## src/verilog/paf_override_defs.vh

```
// constants of the port alternate-function override block
// assumes byte addresses on an apb bus with 32-bit data
`ifndef PAF_OVERRIDE_DEFS_VH
`define PAF_OVERRIDE_DEFS_VH

// register byte offsets
`define PAF_OFF_CTRL      8'h00
`define PAF_OFF_SRC_MASK  8'h04
`define PAF_OFF_DIG_DIS   8'h08
`define PAF_OFF_IE_STAT   8'h0c
`define PAF_OFF_OVR_STAT  8'h10

// control register fields
`define PAF_CTRL_RELOCATE   0
`define PAF_CTRL_GROUP0_EN  1
`define PAF_CTRL_GROUP1_EN  2
`define PAF_CTRL_RST_DIS    3
`define PAF_CTRL_CLK_OUT    4
`define PAF_CTRL_WIDTH      5

// widths of the other registers
`define PAF_SRC_WIDTH   12
`define PAF_DIS_WIDTH   8
`define PAF_PIN_COUNT   12

// reset values
`define PAF_CTRL_RESET  5'h00
`define PAF_SRC_RESET   12'h000
`define PAF_DIS_RESET   8'h00

// pin positions inside the 12-bit pin vectors
`define PAF_PA0  0
`define PAF_PA1  1
`define PAF_PA2  2
`define PAF_PA3  3
`define PAF_PA4  4
`define PAF_PA5  5
`define PAF_PA6  6
`define PAF_PA7  7
`define PAF_PB0  8
`define PAF_PB1  9
`define PAF_PB2  10
`define PAF_PB3  11

`endif

```

## src/verilog/paf_override.v

```verilog
// override logic for the alternate functions of port a (8 pins) and port b (4 pins)
// assumes peripherals and pad logic share clk_i; pads arrive asynchronous
//
// Added by the designer: the register addresses and the APB interface to the registers.
`timescale 1ns/10ps
`include "paf_override_defs.vh"

module paf_override (
  // clock, enable and reset
  input  wire        clk_i,
  input  wire        ce_i,
  input  wire        resetn_i,
  // apb slave
  input  wire        psel_i,
  input  wire        penable_i,
  input  wire        pwrite_i,
  input  wire [7:0]  paddr_i,
  input  wire [31:0] pwdata_i,
  output reg  [31:0] prdata_o,
  output wire        pready_o,
  output wire        pslverr_o,
  // timer, serial, comparator and clock system
  input  wire        compare_a_output_i,
  input  wire        compare_a_en_i,
  input  wire        compare_b_output_i,
  input  wire        compare_b_en_i,
  input  wire        comparator_result_i,
  input  wire        comparator_output_pin_en_i,
  input  wire        receiver_enable_i,
  input  wire        transmitter_enable_i,
  input  wire        transmit_serial_bit_i,
  input  wire        external_clock_selected_i,
  input  wire        power_down_sleep_i,
  input  wire        sleep_active_i,
  // pad levels after the schmitt triggers
  input  wire [7:0]  pad_a_i,
  input  wire [3:0]  pad_b_i,
  // override controls to the pad logic, bit 0..7 port a, 8..11 port b
  output reg  [11:0] pullup_override_en_o,
  output reg  [11:0] pullup_override_value_o,
  output reg  [11:0] direction_override_en_o,
  output reg  [11:0] direction_override_value_o,
  output reg  [11:0] port_value_override_en_o,
  output wire [11:0] port_value_override_value_o,
  output reg  [11:0] input_enable_override_en_o,
  output reg  [11:0] input_enable_override_value_o,
  output reg  [11:0] input_enable_o,
  // digital inputs handed to the peripherals, then the live clock level for pin b1
  output reg         capture_trigger_input_o,
  output reg         counter_external_clock_input_o,
  output reg         receive_data_o,
  output reg         external_irq0_input_o,
  output reg         external_clock_in_pin_o,
  output reg  [11:0] pin_change_source_o,
  output reg  [7:0]  pin_change_group0_o,
  output reg  [3:0]  pin_change_group1_o,
  output wire        system_clock_out_pin_o
);

  reg                       rst_meta;
  reg                       rst_sync_n;
  reg  [`PAF_CTRL_WIDTH-1:0] ctrl;
  reg  [`PAF_SRC_WIDTH-1:0]  src_mask;
  reg  [`PAF_DIS_WIDTH-1:0]  dig_dis;
  reg  [11:0]               pad_meta;
  reg  [11:0]               pad_sync;
  reg  [11:0]               port_value_override_value_q;
  reg  [11:0]               pullup_override_en;
  reg  [11:0]               pullup_override_value;
  reg  [11:0]               direction_override_en;
  reg  [11:0]               direction_override_value;
  reg  [11:0]               port_value_override_en;
  reg  [11:0]               port_value_override_value;
  reg  [11:0]               ieoe;
  reg  [11:0]               ieov;
  reg  [31:0]               next_rdata;
  wire [11:0]               next_ie;
  wire [11:0]               next_di;
  wire                      relocate;
  wire                      group0;
  wire                      group1;
  wire                      rst_dis;
  wire                      clk_out;
  wire                      wr_en;
  wire                      rd_setup;
  wire                      mapped;

  // true when the word address selects the given offset
  function hit;
    input [7:0] addr;
    input [7:0] off;
    begin
      hit = (addr[7:2] == off[7:2]);
    end
  endfunction

  // reset released through two flops, asserted at once
  always @(posedge clk_i or negedge resetn_i) begin
    if (!resetn_i) begin
      rst_meta   <= 1'b0;
      rst_sync_n <= 1'b0;
    end else begin
      rst_meta   <= 1'b1;
      rst_sync_n <= rst_meta;
    end
  end

  // pads are asynchronous; only the second stage is read
  always @(posedge clk_i or negedge rst_sync_n) begin
    if (!rst_sync_n) begin
      pad_meta <= 12'h000;
      pad_sync <= 12'h000;
    end else if (ce_i) begin
      pad_meta <= {pad_b_i, pad_a_i};
      pad_sync <= pad_meta;
    end
  end

  assign relocate = ctrl[`PAF_CTRL_RELOCATE];
  assign group0   = ctrl[`PAF_CTRL_GROUP0_EN];
  assign group1   = ctrl[`PAF_CTRL_GROUP1_EN];
  assign rst_dis  = ctrl[`PAF_CTRL_RST_DIS];
  assign clk_out  = ctrl[`PAF_CTRL_CLK_OUT];

  // apb decode; zero wait states, frozen with the clock enable
  assign mapped    = hit(paddr_i, `PAF_OFF_CTRL) | hit(paddr_i, `PAF_OFF_SRC_MASK) |
                     hit(paddr_i, `PAF_OFF_DIG_DIS) | hit(paddr_i, `PAF_OFF_IE_STAT) |
                     hit(paddr_i, `PAF_OFF_OVR_STAT);
  assign pready_o  = ce_i;
  assign pslverr_o = psel_i & penable_i & ~mapped;
  assign wr_en     = psel_i & penable_i & pwrite_i & ce_i & mapped;
  assign rd_setup  = psel_i & ~penable_i & ~pwrite_i & ce_i;

  // register writes; status words ignore writes
  always @(posedge clk_i or negedge rst_sync_n) begin
    if (!rst_sync_n) begin
      ctrl     <= `PAF_CTRL_RESET;
      src_mask <= `PAF_SRC_RESET;
      dig_dis  <= `PAF_DIS_RESET;
    end else if (wr_en) begin
      if (hit(paddr_i, `PAF_OFF_CTRL)) begin
        ctrl <= pwdata_i[`PAF_CTRL_WIDTH-1:0];
      end
      if (hit(paddr_i, `PAF_OFF_SRC_MASK)) begin
        src_mask <= pwdata_i[`PAF_SRC_WIDTH-1:0];
      end
      if (hit(paddr_i, `PAF_OFF_DIG_DIS)) begin
        dig_dis <= pwdata_i[`PAF_DIS_WIDTH-1:0];
      end
    end
  end

  // read mux; unused upper bits read zero
  always @* begin
    next_rdata = 32'h0000_0000;
    if (hit(paddr_i, `PAF_OFF_CTRL)) begin
      next_rdata[`PAF_CTRL_WIDTH-1:0] = ctrl;
    end else if (hit(paddr_i, `PAF_OFF_SRC_MASK)) begin
      next_rdata[`PAF_SRC_WIDTH-1:0] = src_mask;
    end else if (hit(paddr_i, `PAF_OFF_DIG_DIS)) begin
      next_rdata[`PAF_DIS_WIDTH-1:0] = dig_dis;
    end else if (hit(paddr_i, `PAF_OFF_IE_STAT)) begin
      next_rdata[11:0]  = input_enable_o;
      next_rdata[27:16] = input_enable_override_en_o;
    end else if (hit(paddr_i, `PAF_OFF_OVR_STAT)) begin
      next_rdata[11:0]  = port_value_override_en_o;
      next_rdata[27:16] = direction_override_en_o;
    end
  end

  // read data captured in the setup cycle, stable through access
  always @(posedge clk_i or negedge rst_sync_n) begin
    if (!rst_sync_n) begin
      prdata_o <= 32'h0000_0000;
    end else if (rd_setup) begin
      prdata_o <= next_rdata;
    end
  end

  // per-pin override equations; unlisted pins default to no override
  always @* begin
    pullup_override_en = 12'h000;
    pullup_override_value = 12'h000;
    direction_override_en = 12'h000;
    direction_override_value = 12'h000;
    port_value_override_en = 12'h000;
    port_value_override_value = 12'h000;
    ieoe = 12'h000;
    ieov = 12'h000;

    // port a pin 0: external clock input
    pullup_override_en[`PAF_PA0] = external_clock_selected_i;
    direction_override_en[`PAF_PA0] = external_clock_selected_i;
    port_value_override_en[`PAF_PA0] = external_clock_selected_i;
    ieoe[`PAF_PA0] = external_clock_selected_i | (src_mask[0] & group0) |
                     dig_dis[0];
    ieov[`PAF_PA0] = external_clock_selected_i &
                     (power_down_sleep_i | (src_mask[0] & group0));

    // port a pin 1: relocated compare-b
    port_value_override_en[`PAF_PA1] = compare_b_en_i & relocate;
    port_value_override_value[`PAF_PA1] = compare_b_output_i & relocate;
    ieoe[`PAF_PA1] = (src_mask[1] & group0) | dig_dis[1];
    ieov[`PAF_PA1] = src_mask[1] & group0;

    // port a pin 2: reset pin when the fuse is not set
    pullup_override_en[`PAF_PA2] = rst_dis;
    pullup_override_value[`PAF_PA2] = 1'b1;
    direction_override_en[`PAF_PA2] = rst_dis;
    ieoe[`PAF_PA2] = rst_dis | (src_mask[2] & group0);
    ieov[`PAF_PA2] = rst_dis & src_mask[2] & group0;

    // port a pin 3: relocated compare-a
    port_value_override_en[`PAF_PA3] = compare_a_en_i & relocate;
    port_value_override_value[`PAF_PA3] = compare_a_output_i & relocate;
    ieoe[`PAF_PA3] = src_mask[3] & group0;
    ieov[`PAF_PA3] = src_mask[3] & group0;

    // port a pin 4: relocated capture input
    ieoe[`PAF_PA4] = src_mask[4] & group0;
    ieov[`PAF_PA4] = src_mask[4] & group0;

    // port a pin 5: relocated compare-b, analog channel 2
    port_value_override_en[`PAF_PA5] = compare_b_en_i & relocate;
    port_value_override_value[`PAF_PA5] = compare_b_output_i & relocate;
    ieoe[`PAF_PA5] = (src_mask[5] & group0) | dig_dis[2];
    ieov[`PAF_PA5] = src_mask[5] & group0;

    // port a pins 6 and 7
    ieoe[`PAF_PA6] = (src_mask[6] & group0) | dig_dis[3];
    ieov[`PAF_PA6] = src_mask[6] & group0;
    ieoe[`PAF_PA7] = src_mask[7] & group0;
    ieov[`PAF_PA7] = src_mask[7] & group0;

    // port b pin 0
    ieoe[`PAF_PB0] = (src_mask[8] & group1) | dig_dis[4];
    ieov[`PAF_PB0] = src_mask[8] & group1;

    // port b pin 1: clock output beats data and direction settings
    pullup_override_en[`PAF_PB1] = clk_out;
    direction_override_en[`PAF_PB1] = clk_out;
    direction_override_value[`PAF_PB1] = clk_out;
    port_value_override_en[`PAF_PB1] = clk_out;
    ieoe[`PAF_PB1] = (src_mask[9] & group1) | dig_dis[5];
    ieov[`PAF_PB1] = src_mask[9] & group1;

    // port b pin 2: serial transmit
    pullup_override_en[`PAF_PB2] = transmitter_enable_i;
    direction_override_en[`PAF_PB2] = transmitter_enable_i;
    direction_override_value[`PAF_PB2] = transmitter_enable_i;
    port_value_override_en[`PAF_PB2] = transmitter_enable_i;
    port_value_override_value[`PAF_PB2] = transmitter_enable_i & transmit_serial_bit_i;
    ieoe[`PAF_PB2] = (src_mask[10] & group1) | dig_dis[6];
    ieov[`PAF_PB2] = src_mask[10] & group1;

    // port b pin 3: receive and comparator output; comparator also claims direction
    pullup_override_en[`PAF_PB3] = comparator_output_pin_en_i;
    direction_override_en[`PAF_PB3] = receiver_enable_i | comparator_output_pin_en_i;
    direction_override_value[`PAF_PB3] = comparator_output_pin_en_i;
    port_value_override_en[`PAF_PB3] = comparator_output_pin_en_i;
    port_value_override_value[`PAF_PB3] = comparator_result_i & comparator_output_pin_en_i;
    ieoe[`PAF_PB3] = (src_mask[11] & group1) | dig_dis[7];
    ieov[`PAF_PB3] = src_mask[11] & group1;
  end

  // final input enable and gated digital input for every pin
  genvar g;
  generate
    for (g = 0; g < `PAF_PIN_COUNT; g = g + 1) begin : gen_pin
      assign next_ie[g] = ieoe[g] ? ieov[g] : ~sleep_active_i;
      assign next_di[g] = pad_sync[g] & next_ie[g];
    end
  endgenerate

  // registered overrides; one cycle behind their causes
  always @(posedge clk_i or negedge rst_sync_n) begin
    if (!rst_sync_n) begin
      pullup_override_en_o          <= 12'h000;
      pullup_override_value_o       <= 12'h000;
      direction_override_en_o       <= 12'h000;
      direction_override_value_o    <= 12'h000;
      port_value_override_en_o      <= 12'h000;
      port_value_override_value_q                        <= 12'h000;
      input_enable_override_en_o    <= 12'h000;
      input_enable_override_value_o <= 12'h000;
      input_enable_o                <= 12'h000;
    end else if (ce_i) begin
      pullup_override_en_o          <= pullup_override_en;
      pullup_override_value_o       <= pullup_override_value;
      direction_override_en_o       <= direction_override_en;
      direction_override_value_o    <= direction_override_value;
      port_value_override_en_o      <= port_value_override_en;
      port_value_override_value_q                        <= port_value_override_value;
      input_enable_override_en_o    <= ieoe;
      input_enable_override_value_o <= ieov;
      input_enable_o                <= next_ie;
    end
  end

  // the clock itself cannot pass a flop, so pin b1 value is gated live
  assign system_clock_out_pin_o      = clk_out & clk_i;
  assign port_value_override_value_o = {port_value_override_value_q[11:10], system_clock_out_pin_o, port_value_override_value_q[8:0]};

  // digital inputs to the peripherals; relocation moves capture and counter clock
  always @(posedge clk_i or negedge rst_sync_n) begin
    if (!rst_sync_n) begin
      capture_trigger_input_o        <= 1'b0;
      counter_external_clock_input_o <= 1'b0;
      receive_data_o                 <= 1'b0;
      external_irq0_input_o          <= 1'b0;
      external_clock_in_pin_o        <= 1'b0;
      pin_change_source_o            <= 12'h000;
      pin_change_group0_o            <= 8'h00;
      pin_change_group1_o            <= 4'h0;
    end else if (ce_i) begin
      capture_trigger_input_o        <= relocate ? next_di[`PAF_PA4]
                                                 : next_di[`PAF_PB2];
      counter_external_clock_input_o <= relocate ? next_di[`PAF_PB3]
                                                 : next_di[`PAF_PA0];
      receive_data_o                 <= next_di[`PAF_PB3];
      external_irq0_input_o          <= next_di[`PAF_PB1];
      external_clock_in_pin_o        <= next_di[`PAF_PA0];
      pin_change_source_o            <= next_di & src_mask;
      pin_change_group0_o            <= next_di[7:0] & src_mask[7:0] & {8{group0}};
      pin_change_group1_o            <= next_di[11:8] & src_mask[11:8] & {4{group1}};
    end
  end

endmodule

```

## config.mk

```make
export PLATFORM = sky130hd
export DESIGN_NAME = paf_override
export DESIGN_NICKNAME = d
export VERILOG_FILES = /design/src/verilog/paf_override.v
export VERILOG_INCLUDE_DIRS = /design/src /design/src/verilog
export SDC_FILE = /design/constraint.sdc
export NUM_CORES = 1
export LEC_CHECK = 0
export ABC_CLOCK_PERIOD_IN_PS = 12700
export BUFFER_PORTS_ARGS = -buffer_cell sky130_fd_sc_hd__buf_2
export CORE_UTILIZATION = 50
export CTS_CLUSTER_SIZE = 16
export DETAILED_ROUTE_END_ITERATION = 6
export PLACE_DENSITY = 0.88
export SLEW_MARGIN = 20
export SYNTH_ARGS = -nofsm -noshare
export SYNTH_HDL_FRONTEND = slang
export SYNTH_SLANG_ARGS = --single-unit
```

## constraint.sdc

```tcl
create_clock -name clk_i -period 12.7 [get_ports clk_i]
set_input_delay 1.27 -clock clk_i [delete_from_list [all_inputs] [get_ports clk_i]]
set_output_delay 1.27 -clock clk_i [all_outputs]
set_load 0.005 [all_outputs]
```

==> run metrics <==
via count of the first global-routing pass=slightly below 5000; switching share of total power=23.0%; post-cts gate resize count=0; Worst path most repeated cell=sky130_fd_sc_hd__clkbuf_16; clock tree from TritonCTS=yes; final hold violation count=0; yosys warns=0; Crit path arrival time=between 7 and 8 ns; setup-violating endpoint count in the final report=0; remaining design rule violation count=0; wirelength, routed=approximately 18000 µm; worst setup slack for register-to-register paths=10.75 ns; summed instance area of the synthesized netlist=0.00682 mm²; P_sw=~0.00030 W; sequential area share after synthesis=a little under three fifths; worst-path fanout max=2; Port Buf Inserts=166; total count of max-transition violations in the final report=0; half-perimeter wire length after detailed placement=12000 µm; Synth Register Bits=150; post-CTS setup buffer count=0; Initial DRT Pass Iterations=5; wire length of the first global-routing pass=27700 µm; power share of the combinational group=7.4%; Worst Tran Pin Value=0.993 ns; area inside the core boundary=between 0.01 and 0.015 mm²; worst reg2reg path startpoint=ctrl[1]; leading cell types by count after synthesis=150 x sky130_fd_sc_hd__dfrtp_1, 73 x sky130_fd_sc_hd__buf_4, 57 x sky130_fd_sc_hd__mux2_2, 57 x sky130_fd_sc_hd__nand2_1, 49 x sky130_fd_sc_hd__o21ai_0; gate family responsible for the most delay along the worst path=buffers and inverters; clock network fraction of total power=around half; die width=119 µm; end-of-flow core utilization=between 60% and 70%; Avg Vias per Cell=5.37; outcome=finished, final reports clean; Vert. Die Dim=119 µm; nets@finish=849; count of hold buffers inserted by post-cts repair=0; number of antenna violations at the first check in global routing=1; peak supply drop=0.105 mV; Internal Dissipation=0.000987 W; per-instance average area after synthesis=10.8 µm²; post-synthesis async set-or-reset flop share=between 90% and 100%; Clock Skew=roughly 0.0063 ns; most frequent cell after synthesis=sky130_fd_sc_hd__dfrtp_1; starting density of the core=around half; area share of the largest cell type after synthesis=55.0%; remaining global-route overflow=0; post-synth top area cell=sky130_fd_sc_hd__dfrtp_1; unrepaired setup endpoints after global routing=no; Syn Inst Count=633; Initial DRC Count=420; critical path's slowest cell=sky130_fd_sc_hd__and2_1; list of cells traversed by the critical path=clkbuf_16 > clkbuf_16 > clkbuf_16 > clkbuf_16 > clkbuf_16 > clkbuf_16 > and2_1 > clkbuf_16 > clkbuf_16 > buf_2; routability congestion estimate from global placement=0.806; power density over cell area=around 150 mW/mm²; most common flop cell mapped by yosys=sky130_fd_sc_hd__dfrtp_1; Buf+Inv Stages, Crit Path=9; Worst-Skew Late Latency=approximately 0.54 ns; sequential cell fraction of total power=between 40 and 50%; FILL cells=1087; number of placement rows=42; reg-to-reg endpoint=pin_change_source_o[0]; total global routing track utilization=a little over a quarter; register clock-pin slew on the reported worst setup and hold paths=0.06 ns; leakage power total=just over 4 nW; total vias in the final route=5202; nature of the critical path endpoint=output port; per-cell routed wire length=18.3 µm; cell depth of the worst flop-to-flop path=4; Setup Crit Path Kind=clk -> out; nature of the critical path startpoint=clock port; path type of the worst min-delay path=reg -> async; required time of the worst setup path=11.43 ns; Critical Path Source=clk_i; number of max-cap violations=0; pin count of the biggest net entering global routing=80; remaining number of nets flagged by the antenna check after routing=0; Critical Path Max Stage Delay=0.16 ns; Die Footprint=~0.014 mm²; ratio of cells with drive above 1 in the final layout=35.1%; number of enable flip-flop cells after synthesis=0; number of ports placed on the die boundary=242; tightest slew margin relative to the limit=33.7%; post-synthesis to final-layout area growth=22.4%; main area contributors after synthesis=sky130_fd_sc_hd__dfrtp_1 55%, sky130_fd_sc_hd__mux2_2 9.4%, sky130_fd_sc_hd__buf_4 8.0%, sky130_fd_sc_hd__o21ai_0 3.6%, sky130_fd_sc_hd__nand2_1 3.1%; number of distinct library cells after synthesis=44; setup_tns=0 ns
[power groups by stage]
stage / Sequential, W / Clock [W] / Combinational [W]
after detailed placement: 0.000540 / 0.000000389 / 0.0000908
after global routing: 0.000533 / 0.000688 / 0.000106
final: 0.000529 / 0.000658 / 0.0000951
after CTS: 0.000532 / 0.000666 / 0.0000916
after global placement: 0.000539 / 0.000000389 / 0.0000879
after floorplan: 0.000535 / 0.000000363 / 0.0000648
[cell families after synthesis]
logic type	count (synthesis)	share of synthesized area (%)
and+or+nand+nor	141	9.68
other	2	0.110
AOI/OAI and AO/OA	139	12.6
buffers and inverters	135	11.5
muxes	66	11.1
DFF	150	55.0
[worst register-to-register path, delay by kind of cell, from the launching register on]
family	cells	cell delay, ns
DFF	1	0.97
AOI/OAI and AO/OA	2	0.43
and+or+nand+nor	1	0.21
muxes	1	0.27
[per-layer routing]
| metal | share of wire [%] | global-route usage [%] |
|---|---|---|
| met4 | 2.5 | 12.4 |
| met1 | 43 | 36.1 |
| met2 | 47 | 39.8 |
| met5 | 0 | 0 |
| met3 | 7.0 | 7.66 |
[state kept, by name, summed over array words and instances (netlist names), 6 cells and up]
name                           cells
prdata_o                          24
dig_dis                            8
pin_change_source_o               12
input_enable_o                    12
pad_meta                          12
port_value_override_en_o           6
pad_sync                          12
pin_change_group0_o                8
input_enable_override_value_o      9
src_mask                          12
input_enable_override_en_o        12
[worst max path at each step]
| stage | cells past startpoint | slack [ns] | to |
|---|---|---|---|
| CTS | 10 | 3.72 | system_clock_out_pin_o |
| detailed placement | 2 | 4.85 | port_value_override_value_o[9] |
| global route | 10 | 3.71 | system_clock_out_pin_o |
| floorplan | 2 | 4.81 | port_value_override_value_o[9] |
| finish | 10 | 3.74 | system_clock_out_pin_o |
| global placement | 2 | 4.85 | port_value_override_value_o[9] |
[cell type report]
cell class              count  area [µm²]  area share [%]
diodes                      1        2.50          0.0300
clock buffers              34         734            8.79
clock inverters            10         168            2.01
well taps                 176         220            2.64
inverters                  28         105            1.26
repair buffers            170         888            10.6
flip-flops and latches    150        3760            45.0
multi-input cells         400        2480            29.7
[cells in the final DEF (no fill, tap or decap), types with 2 or more instances in the layout]
master	count
sky130_fd_sc_hd__buf_2	165
sky130_fd_sc_hd__dfrtp_1	149
sky130_fd_sc_hd__mux2_2	57
sky130_fd_sc_hd__nand2_1	57
sky130_fd_sc_hd__conb_1	54
sky130_fd_sc_hd__o21ai_0	49
sky130_fd_sc_hd__nor2_1	42
sky130_fd_sc_hd__a21oi_1	40
sky130_fd_sc_hd__inv_1	28
sky130_fd_sc_hd__clkbuf_16	27
sky130_fd_sc_hd__nand3_1	16
sky130_fd_sc_hd__o2bb2ai_1	14
sky130_fd_sc_hd__a22oi_1	9
sky130_fd_sc_hd__mux2i_1	7
sky130_fd_sc_hd__nand4_1	7
sky130_fd_sc_hd__a2bb2oi_1	6
sky130_fd_sc_hd__buf_4	6
sky130_fd_sc_hd__o2111ai_1	5
sky130_fd_sc_hd__bufinv_16	4
sky130_fd_sc_hd__nor3_1	3
sky130_fd_sc_hd__a22o_1	3
sky130_fd_sc_hd__a211o_1	3
sky130_fd_sc_hd__a211oi_1	3
sky130_fd_sc_hd__a31oi_1	3
sky130_fd_sc_hd__clkbuf_8	3
sky130_fd_sc_hd__mux4_2	2
sky130_fd_sc_hd__nor4_1	2
sky130_fd_sc_hd__clkbuf_1	2
sky130_fd_sc_hd__clkinv_4	2
sky130_fd_sc_hd__inv_6	2
[through the flow]
stage	setup slack [ns]	power [W]	instances	cell area, µm²	hold WS [ns]
global route	3.71	0.00133	968	8350	0.279
finish	3.74	0.00128	969	8350	0.249
global placement	4.85	0.000627	925	7430	0.336
CTS	3.72	0.00129	967	8320	0.363
detailed placement	4.85	0.000631	925	7430	0.342
floorplan	4.81	0.000601	685	7020	0.331
(Power assumes the default switching activity.)
